## src/include/msp_pkg.sv

```systemverilog
// msp_pkg: constants, field layouts and state carriers of the serial
// configuration port.
// assumes: one 40 MHz clock; all pins already synchronous to it.
package msp_pkg;

  // ==========================================================
  // register map
  localparam logic [4:0] ADDR_CSR = 5'h00;
  localparam logic [4:0] ADDR_FR1 = 5'h01;
  localparam logic [4:0] ADDR_FR2 = 5'h02;
  localparam logic [2:0] BYTES_CSR = 3'h1;
  localparam logic [2:0] BYTES_FR1 = 3'h3;
  localparam logic [2:0] BYTES_FR2 = 3'h2;
  localparam logic [2:0] BYTES_OTHER = 3'h4;
  localparam logic [7:0] CSR_RST = 8'hf0;
  localparam logic [23:0] FR1_RST = 24'h000000;

  // ==========================================================
  // instruction byte and lane modes
  localparam int INSTR_RW_BIT = 7;
  localparam logic [3:0] BITS_PER_BYTE = 4'h8;
  localparam logic [1:0] MODE_2WIRE = 2'h0;
  localparam logic [1:0] MODE_3WIRE = 2'h1;
  localparam logic [1:0] MODE_2BIT = 2'h2;
  localparam logic [1:0] MODE_4BIT = 2'h3;

  // ==========================================================
  // timing: sync clock is the system clock divided by four
  localparam int SYNC_DIV = 4;
  localparam logic [1:0] SYNC_DIV_LAST = 2'(SYNC_DIV - 1);

  // ==========================================================
  // carriers
  typedef enum logic [0:0] {PH_INSTR, PH_DATA} msp_phase_t;

  typedef struct packed {
    logic [3:0] chan_en;
    logic must_zero;
    logic [1:0] mode;
    logic lsb_first;
  } msp_csr_t;

  typedef struct packed {
    msp_phase_t phase;
    logic [3:0] bitcnt;
    logic [7:0] rx_sh;
    logic [7:0] tx_sh;
    logic rd;
    logic [4:0] addr;
    logic [2:0] nbytes;
    logic [2:0] left;
    logic sclk_q;
    msp_csr_t csr_sh;
    logic [23:0] fr1_sh;
    msp_csr_t csr_act;
    logic [23:0] fr1_act;
    logic [3:0] sdio_out;
    logic [3:0] sdio_oe;
    logic [1:0] ramp;
  } msp_port_st_t;

  typedef struct packed {
    logic [1:0] div;
    logic upd_q;
    logic upd_pulse;
    logic sync_tick;
  } msp_upd_st_t;

endpackage

```

## src/rtl/msp_upd_sync.sv

```systemverilog
// msp_upd_sync: divide-by-four sync enable and update strobe sampler.
// assumes: io_update is held high longer than one sync period.
`timescale 1ns/1ps
module msp_upd_sync (
  // clock and reset
  input wire logic clk,
  input wire logic rstn,
  // strobe in
  input wire logic io_update,
  // results
  output logic upd_pulse,
  output logic sync_tick
);

  localparam msp_pkg::msp_upd_st_t ST_RST = '0;

  msp_pkg::msp_upd_st_t st_r;
  msp_pkg::msp_upd_st_t st_nxt;

  // ==========================================================
  // sample the strobe only on the sync enable, pulse on its rise
  always_comb begin
    st_nxt = st_r;
    st_nxt.upd_pulse = 1'b0;
    st_nxt.sync_tick = 1'b0;
    st_nxt.div = st_r.div + 2'h1;
    if (st_r.div == msp_pkg::SYNC_DIV_LAST) begin
      st_nxt.sync_tick = 1'b1;
      st_nxt.upd_q = io_update;
      st_nxt.upd_pulse = io_update & ~st_r.upd_q;
    end
  end

  // state register
  always_ff @(posedge clk) begin
    if (!rstn) begin
      st_r <= ST_RST;
    end else begin
      st_r <= st_nxt;
    end
  end

  assign upd_pulse = st_r.upd_pulse;
  assign sync_tick = st_r.sync_tick;
endmodule // msp_upd_sync

```

## src/rtl/msp_port.sv

```systemverilog
// msp_port: serial configuration port with one, two or four lanes,
// shadow and active copies of the channel select and first function registers.
// assumes: sclk, select and lanes are synchronous to clk and sclk runs
// well below clk/2, so every serial edge is seen as a level change.
`timescale 1ns/1ps
module msp_port (
  // clock and reset
  input wire logic clk,
  input wire logic rstn,
  // serial port
  input wire logic sclk,
  input wire logic port_select_n,
  input wire logic [3:0] sdio_in,
  output logic [3:0] sdio_out,
  output logic [3:0] sdio_oe,
  // buffered update
  input wire logic io_update,
  // active configuration and ramp controls
  output logic [3:0] chan_en,
  output logic [7:0] csr_active,
  output logic [23:0] fr1_active,
  output logic [1:0] amplitude_ramp_control
);

  localparam msp_pkg::msp_port_st_t ST_RST = '{
    phase: msp_pkg::PH_INSTR,
    csr_sh: msp_pkg::CSR_RST,
    csr_act: msp_pkg::CSR_RST,
    fr1_sh: msp_pkg::FR1_RST,
    fr1_act: msp_pkg::FR1_RST,
    default: '0
  };

  // ==========================================================
  // helper functions

  // bytes in each register
  function automatic logic [2:0] reg_bytes(input logic [4:0] a);
    case (a)
      msp_pkg::ADDR_CSR: reg_bytes = msp_pkg::BYTES_CSR;
      msp_pkg::ADDR_FR1: reg_bytes = msp_pkg::BYTES_FR1;
      msp_pkg::ADDR_FR2: reg_bytes = msp_pkg::BYTES_FR2;
      default: reg_bytes = msp_pkg::BYTES_OTHER;
    endcase
  endfunction

  // bits moved per rising edge
  function automatic logic [3:0] lane_w(input logic [1:0] m);
    case (m)
      msp_pkg::MODE_2BIT: lane_w = 4'h2;
      msp_pkg::MODE_4BIT: lane_w = 4'h4;
      default: lane_w = 4'h1;
    endcase
  endfunction

  // byte index within the register for the byte still to move
  function automatic logic [1:0] byte_idx(input logic [2:0] n,
                                          input logic [2:0] left,
                                          input logic lsb);
    logic [2:0] v;
    v = lsb ? (n - left) : (left - 3'h1);
    byte_idx = v[1:0];
  endfunction

  // shift a group of lanes into the receive byte
  function automatic logic [7:0] shift_in(input logic [7:0] b,
                                          input logic [3:0] g,
                                          input logic [1:0] m,
                                          input logic lsb);
    case (m)
      msp_pkg::MODE_4BIT:
        shift_in = lsb ? {g, b[7:4]} : {b[3:0], g};
      msp_pkg::MODE_2BIT:
        shift_in = lsb ? {g[1:0], b[7:2]} : {b[5:0], g[1:0]};
      default:
        shift_in = lsb ? {g[0], b[7:1]} : {b[6:0], g[0]};
    endcase
  endfunction

  // next group of read bits, lane k holding the group's bit k
  function automatic logic [3:0] group_out(input logic [7:0] b,
                                           input logic [1:0] m,
                                           input logic lsb);
    case (m)
      msp_pkg::MODE_4BIT: group_out = lsb ? b[3:0] : b[7:4];
      msp_pkg::MODE_2BIT: group_out = lsb ? {2'h0, b[1:0]} : {2'h0, b[7:6]};
      default: group_out = lsb ? {3'h0, b[0]} : {3'h0, b[7]};
    endcase
  endfunction

  // drop the group just driven
  function automatic logic [7:0] shift_out(input logic [7:0] b,
                                           input logic [1:0] m,
                                           input logic lsb);
    case (m)
      msp_pkg::MODE_4BIT: shift_out = lsb ? {4'h0, b[7:4]} : {b[3:0], 4'h0};
      msp_pkg::MODE_2BIT: shift_out = lsb ? {2'h0, b[7:2]} : {b[5:0], 2'h0};
      default: shift_out = lsb ? {1'h0, b[7:1]} : {b[6:0], 1'h0};
    endcase
  endfunction

  // lanes that drive read data in each mode
  function automatic logic [3:0] lane_oe(input logic [1:0] m);
    case (m)
      msp_pkg::MODE_3WIRE: lane_oe = 4'h4;
      msp_pkg::MODE_2BIT: lane_oe = 4'h3;
      msp_pkg::MODE_4BIT: lane_oe = 4'hf;
      default: lane_oe = 4'h1;
    endcase
  endfunction

  // place a read group on its lanes
  function automatic logic [3:0] lane_map(input logic [3:0] g,
                                          input logic [1:0] m);
    case (m)
      msp_pkg::MODE_3WIRE: lane_map = {1'h0, g[0], 2'h0};
      msp_pkg::MODE_2BIT: lane_map = {2'h0, g[1:0]};
      msp_pkg::MODE_4BIT: lane_map = g;
      default: lane_map = {3'h0, g[0]};
    endcase
  endfunction

  // read back one byte of the io buffer
  function automatic logic [7:0] read_byte(input logic [4:0] a,
                                           input logic [1:0] idx,
                                           input logic [7:0] channel_select_and_port_mode,
                                           input logic [23:0] fr1);
    case (a)
      msp_pkg::ADDR_CSR: read_byte = channel_select_and_port_mode;
      // index 3 only follows the last byte; keep the buffer defined
      msp_pkg::ADDR_FR1: read_byte = (idx == 2'h3) ? 8'h00 :
                                     fr1[{idx, 3'h0} +: 8];
      default: read_byte = 8'h00;
    endcase
  endfunction

  // ==========================================================
  // state and strobes

  msp_pkg::msp_port_st_t st_r;
  msp_pkg::msp_port_st_t st_nxt;
  logic upd_pulse;
  logic rise;
  logic fall;
  logic abort_act;
  logic byte_done;
  logic [7:0] byte_new;
  logic instr_done;
  logic data_last;
  logic csr_byte_wr;
  logic [1:0] mode;
  logic lsb;
  logic [2:0] left_n;

  // update strobe on the divided sync clock
  msp_upd_sync u_upd (
    .clk(clk),
    .rstn(rstn),
    .io_update(io_update),
    .upd_pulse(upd_pulse),
    .sync_tick()
  );

  // edge detect and lane roles
  assign mode = st_r.csr_act.mode;
  assign lsb = st_r.csr_act.lsb_first;
  assign rise = sclk & ~st_r.sclk_q;
  assign fall = ~sclk & st_r.sclk_q;
  assign abort_act = sdio_in[3] & (mode != msp_pkg::MODE_4BIT);
  assign byte_done = (st_r.bitcnt + lane_w(mode)) == msp_pkg::BITS_PER_BYTE;
  assign byte_new = shift_in(st_r.rx_sh, sdio_in, mode, lsb);
  assign left_n = st_r.left - 3'h1;

  // ==========================================================
  // sequencer
  always_comb begin
    st_nxt = st_r;
    instr_done = 1'b0;
    data_last = 1'b0;
    csr_byte_wr = 1'b0;
    st_nxt.sclk_q = sclk;
    // ramp controls follow the free lanes
    st_nxt.ramp[0] = sdio_in[1] & (mode == msp_pkg::MODE_2WIRE ||
                                   mode == msp_pkg::MODE_3WIRE);
    st_nxt.ramp[1] = sdio_in[2] & (mode == msp_pkg::MODE_2WIRE ||
                                   mode == msp_pkg::MODE_2BIT);
    if (abort_act) begin
      // drop the cycle, keep every stored byte
      st_nxt.phase = msp_pkg::PH_INSTR;
      st_nxt.bitcnt = 4'h0;
      st_nxt.sdio_oe = 4'h0;
    end else if (port_select_n) begin
      st_nxt.sdio_oe = 4'h0;
    end else begin
      if (rise) begin
        st_nxt.rx_sh = byte_new;
        st_nxt.bitcnt = st_r.bitcnt + lane_w(mode);
        if (byte_done) begin
          st_nxt.bitcnt = 4'h0;
          case (st_r.phase)
            msp_pkg::PH_INSTR: begin
              instr_done = 1'b1;
              st_nxt.rd = byte_new[msp_pkg::INSTR_RW_BIT];
              st_nxt.addr = byte_new[4:0];
              st_nxt.nbytes = reg_bytes(byte_new[4:0]);
              st_nxt.left = reg_bytes(byte_new[4:0]);
              st_nxt.phase = msp_pkg::PH_DATA;
              st_nxt.tx_sh = read_byte(byte_new[4:0],
                byte_idx(reg_bytes(byte_new[4:0]),
                         reg_bytes(byte_new[4:0]), lsb),
                st_r.csr_sh, st_r.fr1_sh);
            end
            msp_pkg::PH_DATA: begin
              if (!st_r.rd) begin
                // whole byte received: store it in the CSR or FR1 shadow
                case (st_r.addr)
                  msp_pkg::ADDR_CSR: begin
                    csr_byte_wr = 1'b1;
                    st_nxt.csr_sh = byte_new;
                    st_nxt.csr_act.chan_en = byte_new[7:4];
                  end
                  msp_pkg::ADDR_FR1: begin
                    st_nxt.fr1_sh[{byte_idx(st_r.nbytes, st_r.left, lsb),
                                   3'h0} +: 8] = byte_new;
                  end
                  default: begin
                    st_nxt.rx_sh = byte_new;
                  end
                endcase
              end
              st_nxt.left = left_n;
              st_nxt.tx_sh = read_byte(st_r.addr,
                byte_idx(st_r.nbytes, left_n, lsb),
                st_r.csr_sh, st_r.fr1_sh);
              if (st_r.left == 3'h1) begin
                data_last = 1'b1;
                st_nxt.phase = msp_pkg::PH_INSTR;
                st_nxt.sdio_oe = 4'h0;
              end
            end
            default: st_nxt.phase = msp_pkg::PH_INSTR;
          endcase
        end
      end else if (fall && st_r.phase == msp_pkg::PH_DATA && st_r.rd) begin
        // read data leaves on the falling edge
        st_nxt.sdio_out = lane_map(group_out(st_r.tx_sh, mode, lsb),
                                   mode);
        st_nxt.sdio_oe = lane_oe(mode);
        st_nxt.tx_sh = shift_out(st_r.tx_sh, mode, lsb);
      end
    end
    // buffered values go live; channel enables stay as just written
    if (upd_pulse) begin
      st_nxt.csr_act = {st_nxt.csr_act.chan_en, st_r.csr_sh[3:0]};
      st_nxt.fr1_act = st_r.fr1_sh;
    end
  end

  // state register
  always_ff @(posedge clk) begin
    if (!rstn) begin
      st_r <= ST_RST;
    end else begin
      st_r <= st_nxt;
    end
  end

  // ==========================================================
  // outputs, all from the state register
  assign sdio_out = st_r.sdio_out;
  assign sdio_oe = st_r.sdio_oe;
  assign chan_en = st_r.csr_act.chan_en;
  assign csr_active = st_r.csr_act;
  assign fr1_active = st_r.fr1_act;
  assign amplitude_ramp_control = st_r.ramp;
endmodule // msp_port

```

## config.mk

```make
export PLATFORM = sky130hd
export DESIGN_NAME = msp_port
export DESIGN_NICKNAME = d
export VERILOG_FILES = /design/src/include/msp_pkg.sv /design/src/rtl/msp_upd_sync.sv /design/src/rtl/msp_port.sv
export SDC_FILE = /design/constraint.sdc
export NUM_CORES = 1
export LEC_CHECK = 0
export ABC_AREA = 0
export BUFFER_PORTS_ARGS = -buffer_cell sky130_fd_sc_hd__buf_4
export CORE_MARGIN = 1
export CORE_UTILIZATION = 45
export DETAILED_ROUTE_END_ITERATION = 10
export GPL_TIMING_DRIVEN = 0
export PLACE_DENSITY = 0.71
export SKIP_LAST_GASP = 1
export SYNTH_ARGS = -nofsm -noshare
export SYNTH_HDL_FRONTEND = slang
export SYNTH_SLANG_ARGS = --single-unit
```

## constraint.sdc

```tcl
create_clock -name clk -period 4.4 [get_ports clk]
set_input_delay 0.88 -clock clk [delete_from_list [all_inputs] [get_ports clk]]
set_output_delay 0.88 -clock clk [all_outputs]
set_load 0.02 [all_outputs]
```

==> results of run 1 <==
==> routing by layer <==
layer / vias up / share of wire [%] / track usage (%)
met5: - / 0 / 0
met4: 0 / 3.4 / 11.00
met3: 45 / 7.9 / 5.405
met2: 232 / 44 / 37.65
met1: 2615 / 44 / 34.49
li1: 2723 / - / -
==> area by class of cell <==
type	count	share of cell area [%]
clock buffer	9	3.173
buffer	91	7.509
tap	176	3.102
multi-input combinational	527	48.05
timing repair buffer	59	6.240
inverter	13	0.6875
sequential	107	30.18
clock inverter	7	1.058
==> what timing repair did <==
action	in CTS	in global routing
gates resized for setup	1	0
hold buffers	0	0
pin swaps	2	0
endpoints found under the setup margin	8	8
buffers inserted	5	0
==> final timing paths <==
kind	end	depth (start not counted)	start
max	st_r[92]	14	mode[1]
min reg2reg	u_upd.st_r[3]	1	u_upd.st_r[3]
min	u_upd.st_r[3]	1	u_upd.st_r[3]
max reg2reg	st_r[92]	14	mode[1]
==> synthesized netlist by cell type (all sizes together) (2+ instances only) <==
cell type and instances:
dfxtp 107, nor2 85, nand2 79, mux2i 67, buf 60, o21ai 58
a21oi 38, clkbuf 32, nand3 29, a211oi 15, nor3 14, ha 13
mux2 13, nand2b 13, inv 12, a2111oi 9, nor4b 9, nor2b 7
a22oi 6, a221oi 5, a31oi 4, and2 4, and3 4, nand4 4
nor3b 4, or2 4, xnor2 4, a21o 3, a311oi 3, o2111ai 3
o311a 3, a222oi 2, and4b 2, mux4 2, nand3b 2, nor4 2
o21a 2, or4 2
==> worst reg2reg max path, cell delays in order, from the launching register on <==
cell	delay [ps]
dfxtp_1	350
buf_2	180
clkinv_1	320
a222oi_1	500
buf_4	190
nand4bb_2	230
buf_4	260
nor3_2	290
nand2b_1	100
ha_1	550
mux2i_1	250
nor2_1	50
nor4b_1	160
a2111oi_0	460
a211oi_1	100
==> state kept, by name, summed over array words and instances (netlist names) <==
register / flops
sdio_oe: 4
sdio_out: 4
csr_active: 1
st_r: 61
amplitude_ramp_control: 2
u_upd.st_r: 3
chan_en: 4
mode: 2
u_upd.upd_pulse: 1
lsb: 1
fr1_active: 24
==> power breakdown <==
part	switching (W)	internal, W	leakage (nW)	total (W)
registers	0.00000461	0.000974	0.864	0.000978
logic	0.0000759	0.0000412	1.72	0.000117
clock network	0.000385	0.000444	0.138	0.000830
==> per-stage QoR <==
step	TNS, ps	power [W]	instance area [um2]
4_1_cts	0	0.001935	7102
5_1_grt	0	0.001979	7098
2_1_floorplan	0	0.001073	6131
6_report	0	0.001925	7098
3_5_place_dp	-4319	0.001112	6763
3_3_place_gp	-3923	0.001111	6756
==> cell families (layout without fill, tap and decap cells) <==
| family | Yosys count | after routing | share of synthesized area [%] |
|---|---|---|---|
| AOI/OAI and AO/OA | 156 | 156 | 15.92 |
| adders and majority gates | 14 | 14 | 2.980 |
| buffers and inverters | 105 | 179 | 9.531 |
| and+or+nand+nor | 269 | 269 | 21.29 |
| xor gates and xnor gates | 6 | 6 | 1.225 |
| muxes | 82 | 82 | 14.12 |
| DFF | 107 | 107 | 34.94 |
==> impl_metrics.toml, run 1 <==
[timing]
fin_crit_sh_pct = 93.37
tightest_slew_ps = 1435
drv_slew = 0
hold_ws_ps = 424.4
fmax_mhz = 243.4
postLayoutSetupSlackWorst_ps = 291.6
min_period_ps = 4108
rsz0062_at_grt = "no"
clock-skew-final_ps = 11.06
setup_viol = 0
slew_headroom_pct = 3.696
hold_viol = 0

[synthesis]
synth_top_area_share_pct = 34.94
syn_area_um2 = 6131
yosys.area.top_type = "dfxtp_1"
synth_edf_count = 0
ys_ff_latch = 107
yosys_warnings = 0
syn-mean-instance-area_um2 = 8.296
ys_top_cells_by_area = "dfxtp_1 (35%), mux2i_1 (11%), buf_4 (5.8%)"
synthArstFlopShare_pct = 0
synth-main-ff-cell = "dfxtp_1"
ys_seq_area_share_pct = 34.94
syn_nets = 762
postSynthCellCount = 739
ys_types = 66

[cells_and_area]
fin_util_pct = 53.60
final_cell_mix = "dfxtp_1 (107), buf_4 (106), nor2_1 (85)"
n_antenna_cell = 0
area_growth_pct = 15.78
regArea_um2 = 2142
final_layout_size_suffix_gt1_share_pct = 19.07
n_fill_cell = 1303
fin_cells = 989
multiInputGateArea_um2 = 3411
final_common_cell = "dfxtp_1"
layout.nets = 831

[placed_design]
portBuffers = 54
dp_cells = 969
hpwlAfterDp_um = 12870
dp_slack_ps = -588.2
place_congestion = 0.9434

[worst_hold_path]
min_path_type = "register to register"

[pwr]
pwr_density_cell_nw_per_um2 = 271.2
vdd_ir_drop_max_uv = 304.7
leakagePower_nw = 2.721

[die]
std_cell_rows = 42
core_um2 = 13240
die_x_um = 118.7
io_pins = 55
start_util_pct = 46.30
die_y_um = 118.7
die_area_um2 = 14090

[route]
drt_wl_total_um = 17490
dr.pass1.iters = 7
first_iter_violations = 552
drt-vias-per-instance = 5.677
ant_nets = 0
drc_errors = 0
via_count = 5615
wire_per_inst_um = 17.68

[critical_path]
cp_num_buf_inv = 4
crit_path_start_kind = "register"
critical_path.cell_chain = "buf_2, clkinv_1, a222oi_1, buf_4, nand4bb_2, buf_4, nor3_2, nand2b_1, ha_1, mux2i_1, nor2_1, nor4b_1, a2111oi_0, a211oi_1"
critPathTopFamily = "compound AO/OA/AOI/OAI gates"
critPathRequiredTime_ps = 4620
crit_arrival_ps = 4330
crit_path_max_incr_delay_ps = 550
cp_max_fo = 10
r2r_setup_slack_ps = 290
crit_slowest_cell = "ha_1"
crit_top_cell = "buf_4"
cp-end-kind = "register"
crit_type = "register to register"

[global_routing]
grt_pass1_vias = 5006
overflow = 0
grt_max_degree = 19
grt_antenna_before_repair = 0
grt_pass1_wl_um = 27100
globalRouteTotalUtil_pct = 25.12

[run]
drv_cap = 0

[clocking]
clock_latency_ps = 370
root_buffer = "clkbuf_16"
cts_buffers = 9
clock_path_buffers = 2
cts_tree = "yes"
clock_sinks = 107
htree_levels = 3
cts.reportedPaths.clkPinSlew_ps = 70

[status]
status = "completed"
Power figures use the tool's default switching activity.
==> inputs of run 2 (changes only) <==
clock period = 5 ns   (was 4.4 ns; I/O delays follow)
==> impl_metrics.toml, run 2 (synthesis gave the netlist of run 1 again) <==
[cells_and_area]
final_common_cell = "dfxtp_1"
fin_cells = 985
fin_util_pct = 53.34
n_antenna_cell = 0
final_cell_mix = "dfxtp_1 (107), buf_4 (101), nor2_1 (85)"
final_area_um2 = 7063
largest_register = "st_r"
largest_reg_flops = 61
layout.nets = 827
area_growth_pct = 15.20
final_layout_size_suffix_gt1_share_pct = 18.42
n_fill_cell = 1306

[critical_path]
cp_max_fo = 10
critical_path.cell_chain = "buf_4, mux2_2, a222oi_1, nand4bb_2, buf_4, nor3_2, nand2b_1, ha_1, clkbuf_1, mux2i_1, nor2_1, nor4b_1, a2111oi_0, a211oi_1"
worst_r2r_path_depth = 14
cp-end-kind = "register"
crit_path_max_incr_delay_ps = 830
crit_type = "primary input to register"
critPathRequiredTime_ps = 5230
crit_arrival_ps = 5030
crit_slowest_cell = "a222oi_1"
crit_path_start_kind = "primary input"
crit_top_cell = "buf_4"

[route]
dr.pass1.iters = 5
ant_nets = 0
drt_wl_total_um = 17430
top_layer = "met4"
drt-vias-per-instance = 5.668
via_count = 5583
wire_per_inst_um = 17.70
wl_met1_um = 7798
first_iter_violations = 514
drc_errors = 0
route.met2.wl_um = 7826
wl_met3_um = 1263

[clocking]
htree_levels = 3
cts-hold-fix-buffers = 0
clock_sinks = 107
clock_latency_ps = 370
cts_setup_buffers = 0
cts_buffers = 9
post_cts_resized = 0
cts.reportedPaths.clkPinSlew_ps = 70
clock_path_buffers = 2
root_buffer = "clkbuf_16"
cts_tree = "yes"

[placed_design]
dp_slack_ps = -108.2
portBuffers = 54
hpwlAfterDp_um = 12870
place_congestion = 0.9434
dp_cells = 969
dpl_cell_area_um2 = 6763

[timing]
fin_tns_setup_ps = 0
setup_viol = 0
drv_slew = 0
min_period_ps = 4804
postLayoutSetupSlackWorst_ps = 196.0
clock-skew-final_ps = 9.971
fin_crit_sh_pct = 96.08
rsz0062_at_grt = "no"
tightest_slew_ps = 1463
hold_viol = 0
slew_headroom_pct = 1.796
fmax_mhz = 208.2

[pwr]
vdd_ir_drop_max_uv = 267.1
leakagePower_nw = 2.697
pwr_density_cell_nw_per_um2 = 239.8

[global_routing]
grt_antenna_before_repair = 0
grt_pass1_vias = 4977
grt_pass1_wl_um = 27030
grt_max_degree = 19
overflow = 0
globalRouteTotalUtil_pct = 25.07

[die]
std_cell_rows = 42
die_x_um = 118.7
core_um2 = 13240
io_pins = 55
die_area_um2 = 14090
die_y_um = 118.7
start_util_pct = 46.30

[run]
drv_cap = 0

[worst_hold_path]
hold_path_depth = 1
min_path_type = "register to register"

[status]
status = "completed"
==> run 2: changes by cell type in the layout (fill, tap and decap cells not counted) <==
cell and delta:
buf_4 -5, clkbuf_1 +2, clkbuf_2 -1
==> run 2: critical path: cells and delay by family <==
family	cells	cell delay [ps]
buffers and inverters	3	850
multiplexers	2	530
AND/OR/NAND/NOR	5	970
AO/OA/AOI/OAI	3	1420
adder cells (fa/ha/maj)	1	280
==> run 2: path summary, 6_finish.rpt <==
kind	from	to	slack, ps
worst min register to register	u_upd.st_r[3]	u_upd.st_r[3]	420
worst max register to register	mode[1]	st_r[92]	300
worst min-delay path	u_upd.st_r[3]	u_upd.st_r[3]	420
worst max-delay path	sdio_in[0]	st_r[92]	200
==> run 2: power breakdown <==
part           switching (W)  internal [W]
clock               0.000342      0.000391
combinational      0.0000664     0.0000338
sequential        0.00000407      0.000857
==> run 2: through the flow <==
step | total power, W | hold slack [ps]
finish | 0.001694 | 424.3
global route | 0.001739 | 447.5
detailed placement | 0.0009783 | 416.8
global placement | 0.0009779 | 411.5
floorplan | 0.0009441 | 399.2
CTS | 0.001700 | 426.7
==> run 2: layout make-up <==
class	count	area (um2)	share of cell area [%]
multi-input combinational	527	3411	48.29
sequential	107	2142	30.33
buffer	92	535.5	7.582
timing repair buffer	54	405.4	5.740
clock buffer	9	225.2	3.189
tap	176	220.2	3.118
clock inverter	7	75.07	1.063
inverter	13	48.80	0.6909
==> run 2: routing by layer <==
layer  up-vias  track usage [%]
met4         0            10.68
met5         -                0
li1       2709                -
met2       238            37.57
met3        39            5.405
met1      2597            34.52
